`config.mk`:
```
export PLATFORM = sky130hd
export DESIGN_NAME = pawc_conv
export DESIGN_NICKNAME = d
export VERILOG_FILES = /design/src/pawc_pkg.sv /design/src/pawc_classify.sv /design/src/pawc_slot.sv /design/src/pawc_conv.sv
export VERILOG_INCLUDE_DIRS = /design/src /design/src/src
export SDC_FILE = /design/constraint.sdc
export NUM_CORES = 1
export LEC_CHECK = 0
export ABC_AREA = 1
export BUFFER_PORTS_ARGS = -buffer_cell sky130_fd_sc_hd__buf_4
export CORE_MARGIN = 8
export CORE_UTILIZATION = 39
export CTS_CLUSTER_DIAMETER = 150
export CTS_CLUSTER_SIZE = 12
export DETAILED_ROUTE_END_ITERATION = 10
export PLACE_DENSITY = 0.55
export SETUP_SLACK_MARGIN = 0.02
export SYNTH_ARGS = -nofsm -noshare
export SYNTH_HDL_FRONTEND = slang
export SYNTH_SLANG_ARGS = --single-unit
```
`constraint.sdc`:
```
create_clock -name clk -period 5 [get_ports clk]
set_input_delay 0.5 -clock clk [delete_from_list [all_inputs] [get_ports clk]]
set_output_delay 0.5 -clock clk [all_outputs]
set_load 0.01 [all_outputs]
```
`src/pawc_defs.svh`:
```
// Constants of the pager address word converter
`ifndef PAWC_DEFS_SVH
`define PAWC_DEFS_SVH
`define PAWC_AW 33
`define PAWC_WW 21
`define PAWC_SHORT_OFS 33'h0_0000_8000
`define PAWC_SHORT_LIM 33'h0_001e_ffff
`define PAWC_LONG_LO 33'h0_0020_1001
`define PAWC_LONG_MID 33'h0_4020_1001
`define PAWC_LONG_HI 33'h0_c020_1001
`define PAWC_LONG_MAX 33'h1_0020_0ffe
`define PAWC_BASE_A 33'h0_001f_9001
`define PAWC_BASE_A_REV 33'h0_001f_9000
`define PAWC_BASE_C 33'h0_001f_8fff
`define PAWC_W2_ONES 21'h1f_ffff
`define PAWC_W2_MID 21'h1d_8000
`define PAWC_W1_HI 21'h1f_7fff
`define PAWC_W2_HI 21'h1c_8000
`define PAWC_MOD_BITS 15
`define PAWC_SHORT_TOP 33'h0_001d_8000
`define PAWC_ILL1_TOP 33'h0_001e_8000
`define PAWC_RSV1_TOP 33'h0_001e_a7ff
`define PAWC_INFO_TOP 33'h0_001e_e7ff
`define PAWC_NET_TOP 33'h0_001e_f7ff
`define PAWC_TMP_TOP 33'h0_001e_f80f
`define PAWC_OPR_TOP 33'h0_001e_f81f
`define PAWC_RSV2_TOP 33'h0_001e_fffe
`define PAWC_UNCO_TOP 33'h0_0615_f102
`define PAWC_CTRY_TOP 33'h0_17f7_9402
`define PAWC_G13_TOP 33'h0_8020_1000
`define PAWC_C23_TOP 33'h0_e9d9_371e
`define PAWC_R23_TOP 33'h0_ff1b_9e00
`define PAWC_IG_TOP 33'h0_ff67_e940
`define PAWC_IC_TOP 33'h0_ffb4_3480
`define PAWC_IW_TOP 33'h0_ffc3_76c0
`define PAWC_PH_LSB 2
`define PAWC_FR_LSB 4
`endif

```
`src/pawc_pkg.sv`:
```
// Types of the pager address word converter
package pawc_pkg;
  typedef enum logic [1:0] {PAWC_SHORT, PAWC_LONG_LOW, PAWC_LONG_MID, PAWC_LONG_HIGH} pawc_range_t;
  typedef enum logic [4:0] {
    PAWC_CL_ILLEGAL, PAWC_CL_SHORT, PAWC_CL_RESERVED, PAWC_CL_INFO, PAWC_CL_NETWORK,
    PAWC_CL_TEMP, PAWC_CL_OPERATOR, PAWC_CL_L12_UNCOORD, PAWC_CL_L12_COUNTRY,
    PAWC_CL_L12_GLOBAL, PAWC_CL_L13_GLOBAL, PAWC_CL_L14_GLOBAL, PAWC_CL_L23_COUNTRY,
    PAWC_CL_L23_RESERVED, PAWC_CL_L23_INFO_GLOBAL, PAWC_CL_L23_INFO_COUNTRY,
    PAWC_CL_L23_INFO_WORLD, PAWC_CL_UNDEFINED
  } pawc_class_t;
  typedef enum logic [1:0] {PAWC_SINGLE, PAWC_ANY, PAWC_ALL} pawc_unit_t;
  typedef struct packed {
    logic [32:0] value;
    logic [4:0] letter;
  } pawc_fwd_req_t;
  typedef struct packed {
    logic [20:0] word1;
    logic [20:0] word2;
    logic two_words;
  } pawc_words_t;
  typedef struct packed {
    logic [1:0] phase;
    logic [6:0] frame;
    logic derived;
    logic unit_valid;
    pawc_unit_t unit;
  } pawc_slot_t;
endpackage : pawc_pkg

```
`src/pawc_classify.sv`:
```
// Address usage classifier
`timescale 1ns/1ps
`default_nettype none
`include "pawc_defs.svh"
module pawc_classify
  import pawc_pkg::*;
(
  input wire logic [32:0] value, // Address value
  output pawc_pkg::pawc_class_t cls // Usage class
);
  always_comb
  begin
    if (value == '0) cls = PAWC_CL_ILLEGAL;
    else if (value <= `PAWC_SHORT_TOP) cls = PAWC_CL_SHORT;
    else if (value <= `PAWC_ILL1_TOP) cls = PAWC_CL_ILLEGAL;
    else if (value <= `PAWC_RSV1_TOP) cls = PAWC_CL_RESERVED;
    else if (value <= `PAWC_INFO_TOP) cls = PAWC_CL_INFO;
    else if (value <= `PAWC_NET_TOP) cls = PAWC_CL_NETWORK;
    else if (value <= `PAWC_TMP_TOP) cls = PAWC_CL_TEMP;
    else if (value <= `PAWC_OPR_TOP) cls = PAWC_CL_OPERATOR;
    else if (value <= `PAWC_RSV2_TOP) cls = PAWC_CL_RESERVED;
    else if (value < `PAWC_LONG_LO) cls = PAWC_CL_ILLEGAL;
    else if (value <= `PAWC_UNCO_TOP) cls = PAWC_CL_L12_UNCOORD;
    else if (value <= `PAWC_CTRY_TOP) cls = PAWC_CL_L12_COUNTRY;
    else if (value < `PAWC_LONG_MID) cls = PAWC_CL_L12_GLOBAL;
    else if (value <= `PAWC_G13_TOP) cls = PAWC_CL_L13_GLOBAL;
    else if (value < `PAWC_LONG_HI) cls = PAWC_CL_L14_GLOBAL;
    else if (value <= `PAWC_C23_TOP) cls = PAWC_CL_L23_COUNTRY;
    else if (value <= `PAWC_R23_TOP) cls = PAWC_CL_L23_RESERVED;
    else if (value <= `PAWC_IG_TOP) cls = PAWC_CL_L23_INFO_GLOBAL;
    else if (value <= `PAWC_IC_TOP) cls = PAWC_CL_L23_INFO_COUNTRY;
    else if (value <= `PAWC_IW_TOP) cls = PAWC_CL_L23_INFO_WORLD;
    else if (value <= `PAWC_LONG_MAX) cls = PAWC_CL_RESERVED;
    else cls = PAWC_CL_UNDEFINED;
  end
endmodule : pawc_classify
`default_nettype wire

```
`src/pawc_slot.sv`:
```
// Frame and phase derivation from the class letter
`timescale 1ns/1ps
`default_nettype none
`include "pawc_defs.svh"
module pawc_slot
  import pawc_pkg::*;
(
  input wire logic [32:0] value, // Address value
  input wire logic [4:0] letter, // Class letter, 0 for A up to 25 for Z
  output pawc_pkg::pawc_slot_t slot // Unit type, frame and phase
);
  logic [32:0] adj;
  always_comb
  begin
    slot = '0;
    adj = value;
    if (letter <= 5'h0b)
    begin
      adj = value - {31'h0, letter[1:0]};
      slot.phase = adj[`PAWC_PH_LSB +: 2];
      slot.frame = adj[`PAWC_FR_LSB +: 7];
      slot.derived = 1'b1;
      slot.unit_valid = 1'b1;
      slot.unit = (letter[3:2] == 2'h0) ? PAWC_SINGLE :
                  (letter[3:2] == 2'h1) ? PAWC_ANY : PAWC_ALL;
    end
    else if (letter >= 5'h14 && letter <= 5'h17)
    begin
      slot.phase = 2'(letter - 5'h14);
      slot.unit_valid = 1'b1;
      slot.unit = PAWC_SINGLE;
    end
    else if (letter == 5'h18 || letter == 5'h19)
    begin
      slot.unit_valid = 1'b1;
      slot.unit = (letter == 5'h18) ? PAWC_ANY : PAWC_ALL;
    end
  end
endmodule : pawc_slot
`default_nettype wire

```
`src/pawc_conv.sv`:
```
// Pager address word converter top
`timescale 1ns/1ps
`default_nettype none
`include "pawc_defs.svh"
module pawc_conv
  import pawc_pkg::*;
(
  input wire logic clk, // 100 MHz clock
  input wire logic nrst, // Synchronous reset, active low
  input wire logic fwd_req, // Forward conversion request pulse
  input wire pawc_pkg::pawc_fwd_req_t fwd_in, // Address value and class letter
  input wire logic rev_req, // Reverse conversion request pulse
  input wire pawc_pkg::pawc_words_t rev_in, // Received words
  output pawc_pkg::pawc_words_t fwd_words, // Forward result words
  output pawc_pkg::pawc_slot_t fwd_slot, // Frame and phase
  output pawc_pkg::pawc_class_t fwd_class, // Usage class
  output logic fwd_valid, // Forward result strobe
  output logic fwd_err, // Forward error
  output logic [32:0] rev_value, // Recovered address
  output logic rev_valid, // Reverse result strobe
  output logic rev_err // Reverse error
);
  import pawc_pkg::*;

  // ----------------------------------------
  // Range decoding
  // ----------------------------------------
  function automatic pawc_range_t range_of(input logic [32:0] v);
    if (v < `PAWC_SHORT_LIM) range_of = PAWC_SHORT;
    else if (v < `PAWC_LONG_MID) range_of = PAWC_LONG_LOW;
    else if (v < `PAWC_LONG_HI) range_of = PAWC_LONG_MID;
    else range_of = PAWC_LONG_HIGH;
  endfunction : range_of

  pawc_class_t cls;
  pawc_slot_t slot;
  pawc_classify u_cls (.value(fwd_in.value), .cls(cls));
  pawc_slot u_slot (.value(fwd_in.value), .letter(fwd_in.letter), .slot(slot));

  // ----------------------------------------
  // Forward arithmetic
  // ----------------------------------------
  logic [32:0] diff_a;
  logic [32:0] diff_c;
  logic [32:0] sum_s;
  pawc_words_t w_d;
  logic bad_d;
  always_comb
  begin
    diff_a = fwd_in.value - `PAWC_BASE_A;
    diff_c = fwd_in.value - `PAWC_BASE_C;
    sum_s = fwd_in.value + `PAWC_SHORT_OFS;
    w_d = '0;
    bad_d = (fwd_in.value == '0) || (cls == PAWC_CL_ILLEGAL) ||
            (fwd_in.value > `PAWC_LONG_MAX) ||
            (fwd_in.value >= `PAWC_SHORT_LIM && fwd_in.value < `PAWC_LONG_LO);
    unique case (range_of(fwd_in.value))
      PAWC_SHORT: w_d.word1 = sum_s[20:0];
      PAWC_LONG_LOW:
      begin
        w_d.word1 = {6'h0, diff_a[14:0]} + 21'h1;
        w_d.word2 = `PAWC_W2_ONES - {3'h0, diff_a[`PAWC_AW - 1:`PAWC_MOD_BITS]};
        w_d.two_words = 1'b1;
      end
      PAWC_LONG_MID:
      begin
        w_d.word1 = {6'h0, diff_a[14:0]} + 21'h1;
        w_d.word2 = {3'h0, diff_a[`PAWC_AW - 1:`PAWC_MOD_BITS]} + `PAWC_W2_MID;
        w_d.two_words = 1'b1;
      end
      PAWC_LONG_HIGH:
      begin
        w_d.word1 = {6'h0, diff_c[14:0]} + `PAWC_W1_HI;
        w_d.word2 = {3'h0, diff_c[`PAWC_AW - 1:`PAWC_MOD_BITS]} + `PAWC_W2_HI;
        w_d.two_words = 1'b1;
      end
    endcase
    if (bad_d) w_d = '0;
  end

  // ----------------------------------------
  // Reverse arithmetic
  // ----------------------------------------
  logic [32:0] q_r;
  logic [32:0] v_r;
  logic bad_r;
  always_comb
  begin
    q_r = '0;
    v_r = '0;
    bad_r = 1'b0;
    if (!rev_in.two_words)
    begin
      v_r = {12'h0, rev_in.word1} - `PAWC_SHORT_OFS;
      bad_r = ({12'h0, rev_in.word1} <= `PAWC_SHORT_OFS) ||
              (v_r >= `PAWC_SHORT_LIM);
    end
    else if (rev_in.word1 >= `PAWC_W1_HI)
    begin
      // Second words of the high set overlap the middle set; word one tells them apart
      q_r = {12'h0, rev_in.word2 - `PAWC_W2_HI};
      v_r = (q_r << `PAWC_MOD_BITS) + `PAWC_BASE_C +
            {12'h0, rev_in.word1 - `PAWC_W1_HI};
      bad_r = (rev_in.word2 < `PAWC_W2_HI) || (rev_in.word1 == `PAWC_W2_ONES);
    end
    else if (rev_in.word2 >= `PAWC_W1_HI)
    begin
      q_r = {12'h0, ~rev_in.word2};
      v_r = (q_r << `PAWC_MOD_BITS) + `PAWC_BASE_A_REV + {12'h0, rev_in.word1};
      bad_r = (rev_in.word1 == '0) || (rev_in.word1 > 21'h8000);
    end
    else
    begin
      q_r = {12'h0, rev_in.word2 - `PAWC_W2_MID};
      v_r = (q_r << `PAWC_MOD_BITS) + `PAWC_BASE_A_REV + {12'h0, rev_in.word1};
      bad_r = (rev_in.word2 < `PAWC_W2_MID) || (rev_in.word1 == '0) ||
              (rev_in.word1 > 21'h8000);
    end
  end

  // ----------------------------------------
  // Result registers
  // ----------------------------------------
  always_ff @(posedge clk)
  begin
    if (!nrst)
    begin
      fwd_words <= '0;
      fwd_slot <= '0;
      fwd_class <= PAWC_CL_ILLEGAL;
      fwd_err <= 1'b0;
    end
    else if (fwd_req)
    begin
      fwd_words <= w_d;
      fwd_slot <= slot;
      fwd_class <= cls;
      fwd_err <= bad_d;
    end
  end

  always_ff @(posedge clk)
  begin
    if (!nrst) fwd_valid <= 1'b0;
    else fwd_valid <= fwd_req;
  end

  always_ff @(posedge clk)
  begin
    if (!nrst)
    begin
      rev_value <= '0;
      rev_err <= 1'b0;
    end
    else if (rev_req)
    begin
      rev_value <= bad_r ? '0 : v_r;
      rev_err <= bad_r;
    end
  end

  always_ff @(posedge clk)
  begin
    if (!nrst) rev_valid <= 1'b0;
    else rev_valid <= rev_req;
  end
endmodule : pawc_conv
`default_nettype wire

```
==> reports/results.tsv <==
stage	metric	value	unit
global_route	GR Util met1	39.23	%
yosys	top-area cell type share of the netlist area	16.30	%
min_path	Min-Delay Path Class	input pin to register	
cts	Root Driver	clkbuf_16	
global_route	met2 Use GR	42.35	%
yosys	combinational family with the most area after synthesis	simple AND/OR/NAND/NOR gates	
layout	Fillers	3366	
cts	CTS resizes	0	
placement	Place WS	508.2	ps
timing	Final Max Slew Viols	0	
yosys	asr flop ratio synth	0	%
yosys	sequential share of the synthesized area	16.30	%
layout	Non-Filler Instances	2595	
yosys	simple-gate share of the synthesized area	37.65	%
yosys	Top FF cell, synth	dfxtp_1	
timing	worst hold margin	367.4	ps
cts	H-tree levels	3	
route	via count	14310	
route	Remaining DRCs	0	
yosys	Post-Synth XOR/XNOR Area	6.763	%
yosys	Netlist cell types	61	
global_route	met3 Usage GRT	4.883	%
job	number of max-cap violations	0	
route	WL per Instance	19.82	um
timing	final worst slack	662.2	ps
die	Die X	190.8	um
placement	hpwl dp	42130	um
yosys	Post-synth EDFFs	0	
min_path	Worst Hold Path Cells	3	
setup_path	CP Launch Point	fwd_in[26]	
pwr	Switching Fraction	39.79	%
setup_path	CP Data Required Time	5310	ps
global_route	number of global-route vias before repair	13470	
die	Core Box Area	30350	um^2
timing	setup tns final	0	ps
cts	postcts setup bufs	0	
die	Die H	190.8	um
setup_path	crit-path cells	buf_4, nor2_1, inv_1, nor2_1, inv_1, nor2_2, nand2_1, nor2_1, nand2_1, nand2_1, o21ai_0, ha_1, nor2_1, nand4_1, nand2_1	
yosys	largest cells by area after synthesis	dfxtp_1, nand2_1, inv_1	
global_route	initial antenna violation count	0	
setup_path	critical-path maximum fanout	19	
cts	CTS tree	yes	
layout	nets	2358	
global_route	GRT Residual Overflow	0	
die	row count	64	
placement	Port Buffers	182	
pwr	VDD IR max	0.1456	mV
setup_path	worst path arrival time	4650	ps
pwr	Internal Power	1.631	mW
yosys	top-count cell post-synth	nand2_1	
setup_path	Critical-path top delay cell	nor2_1	
setup_path	r2r setup slk	4310	ps
die	Initial Utilization	39.26	%
setup_path	Worst path max stage delay	1090	ps
pwr	NetSw	1.078	mW
timing	final hold vios	0	
global_route	grt peak-use layer	met2	
timing	worst-margin pin slew	1384	ps
cts	Clock transition at path regs	70	ps
route	DRT Pass-1 Iters	6	
min_path	HP Start	rev_req	
die	die area	36400	um^2
yosys	Yosys reg bits	97	
yosys	Yosys Warn Count	0	
setup_path	CP bufs+invs	3	
yosys	post-synthesis mux area share	0	%
die	I/O pins	183	
yosys	most instantiated cells after synthesis	nand2_1, inv_1, nor2_1	
setup_path	r2r startpoint	rev_value[31]$_SDFFE_PN0P_	
yosys	Syn Inst Count	2051	
layout	register area	1942	um^2
timing	Peak Freq	230.5	MHz
timing	RSZ-0062 raised after global routing	no	
timing	Tmin final	4338	ps
pwr	Cell Pwr Density	194.5	nW/um^2
global_route	global-route wire length before repair	79170	um
setup_path	Crit. End Element	register	
cts	Inserted Clock Buffers	9	
setup_path	RR Endpoint	rev_value[31]$_SDFFE_PN0P_	
placement	Placer Congestion	0.9679	
layout	final antenna diode count	0	
run_status	status	completed	
global_route	pin count of the biggest net entering global routing	48	
timing	Tcrit/Tclk final	86.76	%
global_route	Global Route Usage Sum	27.54	%
yosys	leading area contributor after synthesis	dfxtp_1	
cts	clk buf depth	2	
pwr	clock power share	28.8	%
timing	Max-slew headroom	7.394	%
layout	share of cells above drive strength 1	12.10	%
yosys	adder-cell share of the synthesized area	8.360	%
route	Post-Route WL	51420	um
setup_path	Setup CP Type	input pin to register	
setup_path	Register-to-Register Path Depth	2	
setup_path	crit path launch type	input pin	
timing	clk_skew	0	ps
setup_path	Worst path top cell family by delay	simple AND/OR/NAND/NOR gates	
cts	CTS Sinks	97	
cts	hold buffers post-CTS	0	
cts	Worst-Skew Late Latency	370	ps
yosys	compound-gate portion of the synthesized area	18.82	%
placement	placed insts	2579	
layout	Area Overhead vs Synth	16.89	%
yosys	Avg Cell Area, Syn	5.809	um^2
route	Initial DRC Count	1430	
layout	area of the multi-input gates	8537	um^2
min_path	hold worst-path end	rev_valid$_SDFF_PN0_	
pwr	Pleak	6.554	nW
route	via/cell ratio	5.514	
pwr	sequential fraction of design power	31.1	%
yosys	Net Count, Synth	2215	
timing	number of endpoints failing setup at the final stage	0	
route	antenna viol nets, final	0	
pwr	Logic pwr share	40.1	%
yosys	synthesized cell area	11910	um^2
[flip-flops by register name (all words and copies together), names as in the netlist]
signal / flops
fwd_words: 42
fwd_valid: 1
fwd_err: 1
rev_err: 1
rev_value: 33
fwd_slot: 13
fwd_class: 5
rev_valid: 1
[power groups by stage]
stage	logic, mW	clock network [mW]	registers [mW]
2_1_floorplan	0.654	0	0.869
3_3_place_gp	1.07	0	0.859
3_5_place_dp	1.07	0	0.859
4_1_cts	1.07	0.799	0.842
5_1_grt	1.20	0.828	0.846
6_report	1.09	0.781	0.842
[worst reg2reg max path, delay by kind of cell (launching register included)]
kind / cells / cell delay (ps)
AO/OA/AOI/OAI: 1 / 140
flip-flops: 1 / 410
AND/OR/NAND/NOR: 1 / 70
[cell usage in the layout, fill, tap and decap left out, types with 3 or more instances in the layout]
cell type	netlist	routed
nand2_1	516	516
inv_1	282	282
nor2_1	213	212
buf_4	4	203
a21oi_1	134	134
o21ai_0	123	123
nand3_1	114	114
dfxtp_1	97	97
xor2_1	82	82
ha_1	78	78
nand4_1	71	71
nor3_1	63	63
o211ai_1	44	44
a31oi_1	19	19
nor4_1	14	14
or2_2	13	13
xnor2_1	10	10
nor2_2	9	9
clkbuf_16	0	9
o21ai_1	8	8
clkinv_1	7	7
inv_2	6	6
nand3b_1	6	6
o41ai_1	6	6
o221ai_1	6	6
a211oi_1	6	6
nor2_4	3	4
nand3_2	4	4
o31ai_1	4	4
a32o_1	4	4
o2111ai_1	3	3
o21a_1	3	3
nor3_2	3	3
[routing by layer]
layer	up-vias	wire [um]
met3	58	4230
met2	592	22270
li1	7072	-
met1	6588	24160
met5	-	0
met4	0	760
[final cells by class]
type	instances	area share [%]
Clock buffer	10	1.644
Clock inverter	6	0.6559
Inverter	295	7.951
Multi-Input combinational cell	1588	61.30
Sequential cell	97	13.94
Tap cell	396	3.558
Timing Repair Buffer	203	10.94
[logic make-up (layout without fill, tap and decap cells)]
logic type / count (synthesis) / count (layout)
flip-flops: 97 / 97
adder cells (fa/ha/maj): 79 / 79
AND/OR/NAND/NOR: 1035 / 1035
AO/OA/AOI/OAI: 382 / 382
buffers and inverters: 366 / 514
XOR/XNOR: 92 / 92
[how the worst max path moves through the flow]
stage,to,slack [ps],cells past startpoint
finish,fwd_words[5]$_SDFFE_PN0P_,660,15
global route,fwd_words[11]$_SDFFE_PN0P_,390,15
CTS,fwd_words[4]$_SDFFE_PN0P_,890,15
detailed placement,fwd_words[4]$_SDFFE_PN0P_,510,15
global placement,fwd_words[12]$_SDFFE_PN0P_,480,15
floorplan,rev_value[29]$_SDFFE_PN0P_,1350,24
[stage by stage]
stage	cell area (um^2)	power, mW	util (%)
2_1_floorplan	11910	1.523	-
3_3_place_gp	13610	1.928	44.83
3_5_place_dp	13610	1.926	44.83
4_1_cts	13930	2.714	45.89
5_1_grt	13930	2.873	45.89
6_report	13930	2.708	45.89
Note: power is estimated with default switching activity, not from simulation.
